### src/pkg/csbi_params.svh
// constants for the cpu system bus interface
`ifndef CSBI_PARAMS_SVH
`define CSBI_PARAMS_SVH
`define CSBI_CYCLE_CLKS 4'h8
`define CSBI_TPA_PH 3'h1
`define CSBI_TPB_PH 3'h6
`define CSBI_ADDR_LO_PH 3'h3
`define CSBI_WR_FROM_PH 3'h4
`define CSBI_WR_TO_PH 3'h5
`define CSBI_RD_FROM_PH 3'h2
`define CSBI_XDES_INT 4'h2
`define CSBI_PDES_INT 4'h1
`define CSBI_SC_FETCH 2'h0
`define CSBI_SC_EXEC 2'h1
`define CSBI_SC_DMA 2'h2
`define CSBI_SC_INT 2'h3
`endif

### src/pkg/csbi_pkg.sv
// types for the cpu system bus interface
package csbi_pkg;
   typedef enum logic [3:0] {
      CSBI_FETCH = 4'b0001,
      CSBI_EXEC = 4'b0010,
      CSBI_DMA = 4'b0100,
      CSBI_INT = 4'b1000
   } csbi_state_t;
   typedef enum logic [1:0] {
      CSBI_OP_MEM_RD = 2'h0,
      CSBI_OP_MEM_WR = 2'h1,
      CSBI_OP_IO = 2'h2,
      CSBI_OP_NONE = 2'h3
   } csbi_op_t;
endpackage

### src/pkg/csbi_bus_if.sv
// backplane bus between processor end and far end
`timescale 1ns/1ps
interface csbi_bus_if;
   logic [7:0] addr;
   logic [7:0] data_cpu;
   logic data_cpu_oe;
   logic [7:0] data_ext;
   logic data_ext_oe;
   logic [2:0] io_select_lines;
   logic memory_read_strobe;
   logic memory_write_strobe;
   logic early_timing_pulse;
   logic late_timing_pulse;
   logic [1:0] state_code_lines;
   logic [3:0] external_flag_inputs;
   logic int_req;
   logic dma_input_request;
   logic dma_output_request;
   modport cpu (
      output addr, data_cpu, data_cpu_oe, io_select_lines, memory_read_strobe,
      output memory_write_strobe, early_timing_pulse, late_timing_pulse, state_code_lines,
      input data_ext, data_ext_oe, external_flag_inputs, int_req, dma_input_request, dma_output_request
   );
   modport ext (
      input addr, data_cpu, data_cpu_oe, io_select_lines, memory_read_strobe,
      input memory_write_strobe, early_timing_pulse, late_timing_pulse, state_code_lines,
      output data_ext, data_ext_oe, external_flag_inputs, int_req, dma_input_request, dma_output_request
   );
endinterface

### src/rtl/csbi_sync.sv
// two flip-flop synchroniser, one per bit
`timescale 1ns/1ps
module csbi_sync #(
   parameter int WIDTH = 1
) (
   // clock and reset
   input wire logic mclk_i,
   input wire logic rstn_i,
   // data
   input wire logic [WIDTH-1:0] d_i,
   output logic [WIDTH-1:0] q_o
);
   logic [WIDTH-1:0] meta_q;
   initial begin
      if (WIDTH < 1) $error("csbi_sync width must be positive");
   end
   always_ff @(posedge mclk_i or negedge rstn_i) begin
      if (!rstn_i) begin
         meta_q <= '0;
         q_o <= '0;
      end else begin
         meta_q <= d_i;
         q_o <= meta_q;
      end
   end
endmodule // csbi_sync

### src/rtl/csbi_cpu_end.sv
// processor end of the system bus: cycle sequencer, strobes, interrupt and dma entry
//
// The address map and the plain strobed port were left to the implementer.
`timescale 1ns/1ps
`include "csbi_params.svh"
module csbi_cpu_end (
   // clock and reset
   input wire logic mclk_i,
   input wire logic rstn_i,
   // backplane
   csbi_bus_if.cpu bus,
   // instruction request from core logic
   input wire logic op_valid_i,
   input wire csbi_pkg::csbi_op_t op_kind_i,
   input wire logic [15:0] op_addr_i,
   input wire logic [7:0] op_wdata_i,
   input wire logic [3:0] op_io_code_i,
   input wire logic ie_set_i,
   output logic op_ready_o,
   // status to core logic
   output logic [7:0] rdata_o,
   output logic rdata_valid_o,
   output logic [3:0] flags_o,
   output logic [15:0] pc_o,
   output logic [15:0] dma_ptr_o,
   output logic [7:0] saved_des_o,
   output logic ie_o,
   output csbi_pkg::csbi_state_t state_o
);
   import csbi_pkg::*;
   // ************
   // state
   // ************
   csbi_state_t state_q;
   logic [2:0] ph_q;
   logic [15:0] regs_q [16];
   logic [3:0] xdes_q, pdes_q;
   logic [7:0] tdes_q;
   logic ie_q;
   csbi_op_t op_q;
   logic [15:0] maddr_q;
   logic [7:0] wdata_q;
   logic [2:0] io_q;
   logic io_dir_q;
   logic [7:0] rdata_q;
   logic rdv_q;
   logic [3:0] flags_s;
   logic int_s, dma_input_request_s, dma_output_request_s;
   logic last_ph;
   logic dma_pend, int_pend;
   logic dma_out_q;
   csbi_sync #(.WIDTH(7)) u_sync (
      .mclk_i(mclk_i),
      .rstn_i(rstn_i),
      .d_i({bus.external_flag_inputs, bus.int_req, bus.dma_input_request, bus.dma_output_request}),
      .q_o({flags_s, int_s, dma_input_request_s, dma_output_request_s})
   );
   assign last_ph = (ph_q == 3'((`CSBI_CYCLE_CLKS) - 4'h1));
   assign dma_pend = dma_input_request_s | dma_output_request_s;
   assign int_pend = int_s & ie_q;
   assign flags_o = flags_s;
   assign pc_o = regs_q[pdes_q];
   assign dma_ptr_o = regs_q[0];
   assign saved_des_o = tdes_q;
   assign ie_o = ie_q;
   assign state_o = state_q;
   assign rdata_o = rdata_q;
   assign rdata_valid_o = rdv_q;
   // core request taken at the end of a fetch cycle, executed in the next cycle
   assign op_ready_o = (state_q == CSBI_FETCH) & last_ph;
   // ************
   // machine cycle phase
   // ************
   always_ff @(posedge mclk_i or negedge rstn_i) begin
      if (!rstn_i) begin
         ph_q <= 3'h0;
      end else begin
         ph_q <= ph_q + 3'h1;
      end
   end
   // ************
   // cycle sequencing
   // ************
   always_ff @(posedge mclk_i or negedge rstn_i) begin
      if (!rstn_i) begin
         state_q <= CSBI_FETCH;
      end else if (last_ph) begin
         case (state_q)
            CSBI_FETCH: begin
               // a fetched instruction always runs before any stolen cycle
               state_q <= CSBI_EXEC;
            end
            CSBI_EXEC, CSBI_DMA, CSBI_INT: begin
               // interrupt waits for instruction end; dma steals any cycle boundary except the one after a fetch
               if (dma_pend) state_q <= CSBI_DMA;
               else if (int_pend && state_q != CSBI_INT) state_q <= CSBI_INT;
               else state_q <= CSBI_FETCH;
            end
            default: state_q <= CSBI_FETCH;
         endcase
      end
   end
   // ************
   // dma direction, fixed for the whole stolen cycle
   // ************
   always_ff @(posedge mclk_i or negedge rstn_i) begin
      if (!rstn_i) begin
         dma_out_q <= 1'b0;
      end else if (last_ph) begin
         dma_out_q <= dma_output_request_s;
      end
   end
   // ************
   // registers, designators, interrupt enable
   // ************
   always_ff @(posedge mclk_i or negedge rstn_i) begin
      if (!rstn_i) begin
         for (int i = 0; i < 16; i++) regs_q[i] <= 16'h0000;
         xdes_q <= 4'h0;
         pdes_q <= 4'h0;
         tdes_q <= 8'h00;
         ie_q <= 1'b1;
      end else begin
         if (state_q == CSBI_FETCH && last_ph) regs_q[pdes_q] <= regs_q[pdes_q] + 16'h0001;
         if (state_q == CSBI_DMA && last_ph) regs_q[0] <= regs_q[0] + 16'h0001;
         if (state_q == CSBI_INT && ph_q == 3'h0) begin
            tdes_q <= {xdes_q, pdes_q};
            xdes_q <= `CSBI_XDES_INT;
            pdes_q <= `CSBI_PDES_INT;
            ie_q <= 1'b0;
         end else if (ie_set_i) begin
            ie_q <= 1'b1;
         end
      end
   end
   // ************
   // operation capture
   // ************
   always_ff @(posedge mclk_i or negedge rstn_i) begin
      if (!rstn_i) begin
         op_q <= CSBI_OP_NONE;
         maddr_q <= 16'h0000;
         wdata_q <= 8'h00;
         io_q <= 3'h0;
         io_dir_q <= 1'b0;
      end else if (op_ready_o) begin
         op_q <= op_valid_i ? op_kind_i : CSBI_OP_NONE;
         maddr_q <= op_addr_i;
         wdata_q <= op_wdata_i;
         io_q <= op_io_code_i[2:0];
         io_dir_q <= op_io_code_i[3];
      end
   end
   // ************
   // bus outputs
   // ************
   logic [15:0] cyc_addr;
   logic is_exec, is_io, is_rd, is_wr;
   always_comb begin
      case (state_q)
         CSBI_FETCH: cyc_addr = regs_q[pdes_q];
         CSBI_DMA: cyc_addr = regs_q[0];
         CSBI_EXEC: cyc_addr = maddr_q;
         default: cyc_addr = regs_q[pdes_q];
      endcase
   end
   assign is_exec = (state_q == CSBI_EXEC);
   assign is_io = is_exec & (op_q == CSBI_OP_IO);
   // fetch, memory read and dma output read memory; in io cycles the read strobe follows io_dir_q instead
   assign is_rd = (state_q == CSBI_FETCH) | (is_exec & (op_q == CSBI_OP_MEM_RD)) | (is_io & ~io_dir_q) |
                  ((state_q == CSBI_DMA) & dma_out_q);
   // memory write, io input written to memory, dma input
   assign is_wr = (is_exec & (op_q == CSBI_OP_MEM_WR)) | (is_io & io_dir_q) | ((state_q == CSBI_DMA) & ~dma_out_q);
   always_ff @(posedge mclk_i or negedge rstn_i) begin
      if (!rstn_i) begin
         bus.addr <= 8'h00;
         bus.io_select_lines <= 3'h0;
         bus.memory_read_strobe <= 1'b0;
         bus.memory_write_strobe <= 1'b0;
         bus.early_timing_pulse <= 1'b0;
         bus.late_timing_pulse <= 1'b0;
         bus.state_code_lines <= `CSBI_SC_FETCH;
         bus.data_cpu <= 8'h00;
         bus.data_cpu_oe <= 1'b0;
      end else begin
         bus.addr <= (ph_q >= `CSBI_ADDR_LO_PH) ? cyc_addr[7:0] : cyc_addr[15:8];
         bus.io_select_lines <= is_io ? io_q : 3'h0;
         if (is_io) bus.memory_read_strobe <= io_dir_q;
         else bus.memory_read_strobe <= is_rd & (ph_q >= `CSBI_RD_FROM_PH);
         bus.memory_write_strobe <= is_wr & (ph_q >= `CSBI_WR_FROM_PH) & (ph_q <= `CSBI_WR_TO_PH);
         bus.early_timing_pulse <= (ph_q == `CSBI_TPA_PH);
         bus.late_timing_pulse <= (ph_q == `CSBI_TPB_PH);
         case (state_q)
            CSBI_FETCH: bus.state_code_lines <= `CSBI_SC_FETCH;
            CSBI_EXEC: bus.state_code_lines <= `CSBI_SC_EXEC;
            CSBI_DMA: bus.state_code_lines <= `CSBI_SC_DMA;
            CSBI_INT: bus.state_code_lines <= `CSBI_SC_INT;
            default: bus.state_code_lines <= `CSBI_SC_FETCH;
         endcase
         // memory write or io output: drive data through the late pulse end
         bus.data_cpu <= wdata_q;
         bus.data_cpu_oe <= is_exec & (op_q == CSBI_OP_MEM_WR | (is_io & ~io_dir_q));
      end
   end
   // ************
   // read data capture
   // ************
   always_ff @(posedge mclk_i or negedge rstn_i) begin
      if (!rstn_i) begin
         rdata_q <= 8'h00;
         rdv_q <= 1'b0;
      end else begin
         rdv_q <= 1'b0;
         if (is_exec && op_q == CSBI_OP_MEM_RD && ph_q == `CSBI_TPB_PH && bus.data_ext_oe) begin
            rdata_q <= bus.data_ext;
            rdv_q <= 1'b1;
         end
      end
   end
endmodule // csbi_cpu_end

### src/flat_wrapper.sv
// flat-port wrapper written by rule: the top's interface ports become plain ports
module csbi_cpu_end_flat import csbi_pkg::*;
  (mclk_i, rstn_i, op_valid_i, op_kind_i, op_addr_i, op_wdata_i, op_io_code_i, ie_set_i, op_ready_o, rdata_o, rdata_valid_o, flags_o, pc_o, dma_ptr_o, saved_des_o, ie_o, state_o, bus_addr, bus_data_cpu, bus_data_cpu_oe, bus_io_select_lines, bus_memory_read_strobe, bus_memory_write_strobe, bus_early_timing_pulse, bus_late_timing_pulse, bus_state_code_lines, bus_data_ext, bus_data_ext_oe, bus_external_flag_inputs, bus_int_req, bus_dma_input_request, bus_dma_output_request);
  csbi_bus_if bus_i ();
  input wire logic mclk_i;
  input wire logic rstn_i;
  input wire logic op_valid_i;
  input wire csbi_pkg::csbi_op_t op_kind_i;
  input wire logic [15:0] op_addr_i;
  input wire logic [7:0] op_wdata_i;
  input wire logic [3:0] op_io_code_i;
  input wire logic ie_set_i;
  output logic op_ready_o;
  output logic [7:0] rdata_o;
  output logic rdata_valid_o;
  output logic [3:0] flags_o;
  output logic [15:0] pc_o;
  output logic [15:0] dma_ptr_o;
  output logic [7:0] saved_des_o;
  output logic ie_o;
  output csbi_pkg::csbi_state_t state_o;
  output wire logic [$bits(bus_i.addr)-1:0] bus_addr;
  output wire logic [$bits(bus_i.data_cpu)-1:0] bus_data_cpu;
  output wire logic [$bits(bus_i.data_cpu_oe)-1:0] bus_data_cpu_oe;
  output wire logic [$bits(bus_i.io_select_lines)-1:0] bus_io_select_lines;
  output wire logic [$bits(bus_i.memory_read_strobe)-1:0] bus_memory_read_strobe;
  output wire logic [$bits(bus_i.memory_write_strobe)-1:0] bus_memory_write_strobe;
  output wire logic [$bits(bus_i.early_timing_pulse)-1:0] bus_early_timing_pulse;
  output wire logic [$bits(bus_i.late_timing_pulse)-1:0] bus_late_timing_pulse;
  output wire logic [$bits(bus_i.state_code_lines)-1:0] bus_state_code_lines;
  input wire logic [$bits(bus_i.data_ext)-1:0] bus_data_ext;
  input wire logic [$bits(bus_i.data_ext_oe)-1:0] bus_data_ext_oe;
  input wire logic [$bits(bus_i.external_flag_inputs)-1:0] bus_external_flag_inputs;
  input wire logic [$bits(bus_i.int_req)-1:0] bus_int_req;
  input wire logic [$bits(bus_i.dma_input_request)-1:0] bus_dma_input_request;
  input wire logic [$bits(bus_i.dma_output_request)-1:0] bus_dma_output_request;
  assign bus_addr = bus_i.addr;
  assign bus_data_cpu = bus_i.data_cpu;
  assign bus_data_cpu_oe = bus_i.data_cpu_oe;
  assign bus_io_select_lines = bus_i.io_select_lines;
  assign bus_memory_read_strobe = bus_i.memory_read_strobe;
  assign bus_memory_write_strobe = bus_i.memory_write_strobe;
  assign bus_early_timing_pulse = bus_i.early_timing_pulse;
  assign bus_late_timing_pulse = bus_i.late_timing_pulse;
  assign bus_state_code_lines = bus_i.state_code_lines;
  assign bus_i.data_ext = bus_data_ext;
  assign bus_i.data_ext_oe = bus_data_ext_oe;
  assign bus_i.external_flag_inputs = bus_external_flag_inputs;
  assign bus_i.int_req = bus_int_req;
  assign bus_i.dma_input_request = bus_dma_input_request;
  assign bus_i.dma_output_request = bus_dma_output_request;
  csbi_cpu_end u_core (.mclk_i(mclk_i), .rstn_i(rstn_i), .bus(bus_i), .op_valid_i(op_valid_i), .op_kind_i(op_kind_i), .op_addr_i(op_addr_i), .op_wdata_i(op_wdata_i), .op_io_code_i(op_io_code_i), .ie_set_i(ie_set_i), .op_ready_o(op_ready_o), .rdata_o(rdata_o), .rdata_valid_o(rdata_valid_o), .flags_o(flags_o), .pc_o(pc_o), .dma_ptr_o(dma_ptr_o), .saved_des_o(saved_des_o), .ie_o(ie_o), .state_o(state_o));
endmodule
### config.mk
export PLATFORM = sky130hd
export DESIGN_NAME = csbi_cpu_end_flat
export DESIGN_NICKNAME = d
export VERILOG_FILES = /design/src/pkg/csbi_pkg.sv /design/src/pkg/csbi_bus_if.sv /design/src/rtl/csbi_sync.sv /design/src/rtl/csbi_cpu_end.sv /design/src/flat_wrapper.sv
export VERILOG_INCLUDE_DIRS = /design/src /design/src/pkg
export SDC_FILE = /design/constraint.sdc
export NUM_CORES = 1
export LEC_CHECK = 0
export ABC_AREA = 1
export BUFFER_PORTS_ARGS = -buffer_cell sky130_fd_sc_hd__buf_4
export CORE_MARGIN = 4
export CORE_UTILIZATION = 55
export DETAILED_ROUTE_END_ITERATION = 10
export GPL_TIMING_DRIVEN = 0
export PLACE_DENSITY_LB_ADDON = 0.3
export SYNTH_ARGS = -nofsm -noshare
export SYNTH_HDL_FRONTEND = slang
export SYNTH_HIERARCHICAL = 1
export SYNTH_SLANG_ARGS = --single-unit
export TNS_END_PERCENT = 10
### constraint.sdc
create_clock -name mclk_i -period 5.29 [get_ports mclk_i]
set_input_delay 1.3225 -clock mclk_i [delete_from_list [all_inputs] [get_ports mclk_i]]
set_output_delay 1.3225 -clock mclk_i [all_outputs]
set_load 0.03 [all_outputs]
Word-level counts from Yosys, hierarchy flattened
Index checks and enable logic that the tools add are counted.

Add/sub/neg operators: 3. Order comparisons: 6. Eq/ne operators: 10. Muxes and demuxes: 20. Bitwise logic cells: 23. Reductions and logical operators: 13.

Operators by type and width (count): bitwise mux 256 bit (1); 2-to-1 mux 256 bit (1); binary-select mux 16 bit (select 4 bit) (1); demux 16 bit (select 4 bit) (1); 2-to-1 mux 16 bit (4); adder 16 x 1 -> 16 bit, second input constant (2); one-hot mux 16 bit (2 select lines) (1); AND 1 bit (13); logical AND 1 bit (8); 2-to-1 mux 4 bit (2); 2-to-1 mux 8 bit (1); one-hot mux 4 bit (2 select lines) (1); bitwise OR 1 bit (7); equality test 3 bit, second input constant (2); greater-or-equal comparator 3 x 2 -> 1 bit, second input constant (2); one-hot mux 2 bit (3 select lines) (1); greater-or-equal comparator 5 bit, second input constant (1); less-than comparator 5 x 1 -> 1 bit, second input constant (1); NOT 1 -> 5 bit (1); equality test 4 x 1 -> 1 bit, second input constant (1); equality test 4 x 2 -> 1 bit, second input constant (1); equality test 4 x 3 -> 1 bit, second input constant (1); equality test 4 bit, second input constant (1); 2-to-1 mux 1 bit (4); other kinds (14) (16).

Bits in registers: 346. Input port bits: 50. Output and inout port bits: 85. Logic and storage cells: 115.

Longest topological paths before layout
Word-level depth: 8. Depth in mapped cells: 13. Mapped depth without buffers: 11.

Modules after synthesis
The synthesis kept the hierarchy.

By module, submodules not included: csbi_cpu_end (times used 1, cells each 712, area each 5640.4 um^2, sequential area each 2707.6 um^2); csbi_sync (times used 1, cells each 14, area each 350.3 um^2, sequential area each 350.3 um^2).

Least setup slack after synthesis
No wires, ideal clock.

Path type: register to output. Start point: register u_core.ph_q[1]. End point: output port op_ready_o. Data arrival time: 1563 ps. Data required time: 3968 ps. Slack: 2404 ps. Stages on the path, launching flop included: 6. Buffers on the path: 1. Cell sequence: dfrtp_1 -> ha_1 -> ha_1 -> inv_2 -> nor2_4 -> clkbuf_1.

Word-level cells in the longest chain between the ends: 2.

Ends and longest elaborated chain: start: declaration (RTL line csbi_cpu_end.sv:35) `logic [2:0] ph_q;`; start signal: assignment (RTL line csbi_cpu_end.sv:78) `ph_q <= ph_q + 3'h1;`; equality test 3 bit (RTL line csbi_cpu_end.sv:58) `` assign last_ph = (ph_q == 3'((`CSBI_CYCLE_CLKS) - 4'h1)); ``; AND 1 bit (RTL line csbi_cpu_end.sv:70) `assign op_ready_o = (state_q == CSBI_FETCH) & last_ph;`; end: declaration (RTL line flat_wrapper.sv:13) `output logic op_ready_o;`.

No other way between the ends.

Worst setup path in the final report
Ends and elaborated chain as after synthesis.

==> run_results.csv <==
group,metric,value,unit
outcome,status,"finished, final reports clean",
power,p_int,1.98,mW
floorplan,io_pins,135,
power,combPwrFrac,0.212,
route,vias,5513,
floorplan,fp.dieH,112,um
power,p_per_area,371,nW/um^2
power,pwr-share-seq,0.387,
yosys,synth_top_family_by_area,"simple AND/OR/NAND/NOR gates",
power,power_leakage,4.07,nW
sta,setup_violations,0,
yosys,avgSynthCellArea,8.25,um^2
setup_path,crit_chain,"ha_1 -> ha_1 -> inv_2 -> nor2_4 -> clkbuf_1 -> buf_4",
route,postRouteAntennaNets,0,
yosys,synth_seq_cells,122,
setup_path,path_class,"reg -> out",
route,viasPerCell,5.36,
clock_network,post_cts_resize_count,0,
grt,grt_max_degree,101,
yosys,async_flop_share,1.00,
route,wirelength,16400,um
yosys,synthMuxAreaShare,0.0117,
route,wl_met1,6560,um
yosys,synth-xor-area-share,0.00439,
final_layout,antennaDiodeCount,0,
final_layout,nets,937,
setup_path,required,3970,ps
setup_path,crit_top_cell,"ha_1",
yosys,synth-simple-area-share,0.252,
clock_network,postCtsSetupRepairBufs,0,
power,p_total,2.88,mW
placement,place.gp.congestion,0.967,
sta,finalSetupTns,0,ps
yosys,ys.flop_type,"dfrtp_1",
sta,period_share,0.732,
final_layout,syn_to_final_growth,29.6,%
clock_network,clock_latency,520,ps
route,drt_first_pass_iters,5,
grt,grt_overflow,0,
route,wl_per_cell,16.0,um
route,drc,0,
yosys,synth.area.top_cells,"dfrtp_1 (49%), nand2_1 (15%), inv_1 (4.7%)",
yosys,synth-compound-area-share,0.101,
yosys,syn_inst,726,
setup_path,ff2ff_setup_slack,3060,ps
grt,grt_pass1_vias,5471,
clock_network,cts_sinks,122,
setup_path,arrival,2550,ps
job,max-cap-violations,0,
yosys,syn_area,5990,um^2
grt,grt_use_total,0.264,
yosys,synth_cell_types,39,
power,ir_drop,275,uV
sta,skew,6.60,ps
route,topRoutingLayerUsed,"met4",
floorplan,core_area,10500,um^2
setup_path,max_stage_delay,450,ps
route,drtIter0Drc,436,
clock_network,htreeDepth,4,
power,switching_power,896,uW
final_layout,seqCellArea,3060,um^2
clock_network,cts_made_buffers,17,
clock_network,cts_tree,"built",
power,p_clk_frac,0.400,
setup_path,critPathSlowestCell,"clkbuf_1",
grt,antenna_found_initial,0,
yosys,synth_largest_area_cell,"dfrtp_1",
yosys,synth_edf_count,0,
sta,drv_slew,0,
yosys,synth_top_cell_area_share,0.493,
worst_hold_path,hold_class,"reg -> reg",
floorplan,dieArea,12600,um^2
clock_network,cts-root-buf,"clkbuf_8",
placement,hpwl,12200,um
clock_network,clockBufferDepth,2,
grt,grt_pass1_wl,26600,um
floorplan,rows,37,
final_layout,layout-drive-gt1-share,0.266,
yosys,yosysSeqAreaShare,0.510,
sta,slew-limit-headroom,0.647,
route,dr_wl_met3,1350,um
yosys,synth-adder-area-share,0.0167,
sta,layout_min_cycle_time,3870,ps
floorplan,start_util,0.573,
yosys,ys_warn_count,6,
sta,worst_pin_slew,530,ps
setup_path,crit_path_max_fanout,10,
final_layout,fillCellCount,814,
placement,numPortBuffers,128,
floorplan,fp.dieW,112,um
sta,fmax,0.258,GHz
setup_path,start_kind,"flop",
sta,rsz0062_at_grt,"false",
power,netSwitchingFraction,0.311,
clock_network,cts_hold_buf,0,
sta,finalHoldViolations,0,
setup_path,cp-end-kind,"primary output",
final_layout,final_util,0.742,
route,met2_length,7990,um
clock_network,clk_pin_slew,60,ps
final_layout,multiInputGateArea,2330,um^2
## final timing paths
check,startpoint,end,cells past startpoint
worst max-delay path,u_core/ph_q[1],op_ready_o,6
worst min-delay path,u_core/u_sync/meta_q[3],u_core/u_sync/q_o[3],0
worst max register to register,u_core/ph_q[1],u_core/dma_ptr_o[12],9
worst min register to register,u_core/u_sync/meta_q[3],u_core/u_sync/q_o[3],0
max in group asynchronous,rstn_i,u_core/op_q[1],2
min in group asynchronous,rstn_i,u_core/dma_ptr_o[1],1
## cell type report
class                   instances  share of cell area
plain buffers                  45              0.0393
clock buffers                  20              0.0586
clock inverters                12              0.0179
inverters                      83              0.0404
multi-input cells             481               0.300
flip-flops and latches        122               0.394
well taps                     136              0.0219
repair buffers                129               0.128
## critical path, delay by kind of cell (launching register included)
kind,cells,cell delay [ps]
adder cells (fa/ha/maj),2,510
AND/OR/NAND/NOR,1,260
flip-flops,1,420
buffers and inverters,3,840
## power groups by stage
stage	clock network [mW]	registers (mW)	logic (mW)
3_3_place_gp	0	1.12	0.586
2_1_floorplan	0	1.19	0.296
6_report	1.15	1.11	0.611
5_1_grt	1.21	1.13	0.661
4_1_cts	1.16	1.11	0.611
3_5_place_dp	0	1.13	0.606
## state kept, by name (all words and copies together), names as in the netlist, 2 cells and up
name                         count
u_core/io_q                      3
u_core/bus.io_select_lines       3
u_core/bus.addr                  8
u_core/op_q                      2
u_core/regs_q                   16
u_core/state_o                   4
u_core/wdata_q                   8
u_core/dma_ptr_o                16
u_core/u_sync/meta_q             7
u_core/bus.state_code_lines      2
u_core/maddr_q                  16
u_core/u_sync/q_o                7
u_core/rdata_o                   8
u_core/ph_q                      3
u_core/bus.data_cpu              8
## synth_stat cells, types with 2 or more instances
cell / n
o21ai_0: 47
inv_1: 75
dfrtp_1: 118
nor2_2: 4
nand4_1: 10
o22ai_1: 14
xor2_1: 3
a22oi_1: 2
or2_2: 3
nand3_1: 43
o21ai_2: 4
a21oi_1: 19
o221ai_1: 2
nand2_2: 4
inv_2: 6
mux2i_1: 7
nor2_1: 34
nor3_1: 5
o21ai_1: 8
ha_1: 8
nor2_4: 6
o31ai_1: 2
clkbuf_1: 7
nand2_1: 237
nand3_2: 3
o21bai_1: 4
dfstp_2: 4
buf_6: 4
o211ai_1: 2
buf_2: 7
buf_4: 26
## cell families (layout without fill, tap and decap cells)
family / Yosys count / after routing
simple gates: 351 / 351
buf+inv: 128 / 289
flops: 122 / 122
compound gates: 106 / 106
fa+ha+maj: 8 / 8
mux: 7 / 7
xor+xnor: 3 / 3
other cells: 1 / 6
## per-stage QoR
step	cell area, um^2	hold WS, ps	instances	setup WS (ps)
final	7770	346	1028	1420
after global placement	7140	332	995	2110
after CTS	7770	350	1028	1420
after detailed placement	7170	336	996	2010
after global routing	7770	357	1028	1300
after floorplan	6010	331	731	2400
## cell usage in the layout, fill, tap and decap left out, types with 6 or more instances in the layout
cell	synthesis	routed
o22ai_1	14	14
clkbuf_1	7	7
nand2_1	237	237
inv_1	75	75
a21oi_1	19	19
inv_2	6	6
clkbuf_16	0	16
mux2i_1	7	7
nand3_1	43	43
nor2_1	34	34
ha_1	8	8
nor2_4	6	6
o21ai_0	47	47
buf_2	7	7
nand4_1	10	10
conb_1	1	6
buf_4	26	153
dfrtp_1	118	118
o21ai_1	8	8
## layer usage
layer	GRT usage	up-vias
met1	0.331	2600
li1	-	2607
met3	0.0555	48
met5	0	-
met2	0.439	258
met4	0.126	0
Power figures use the tool's default switching activity.
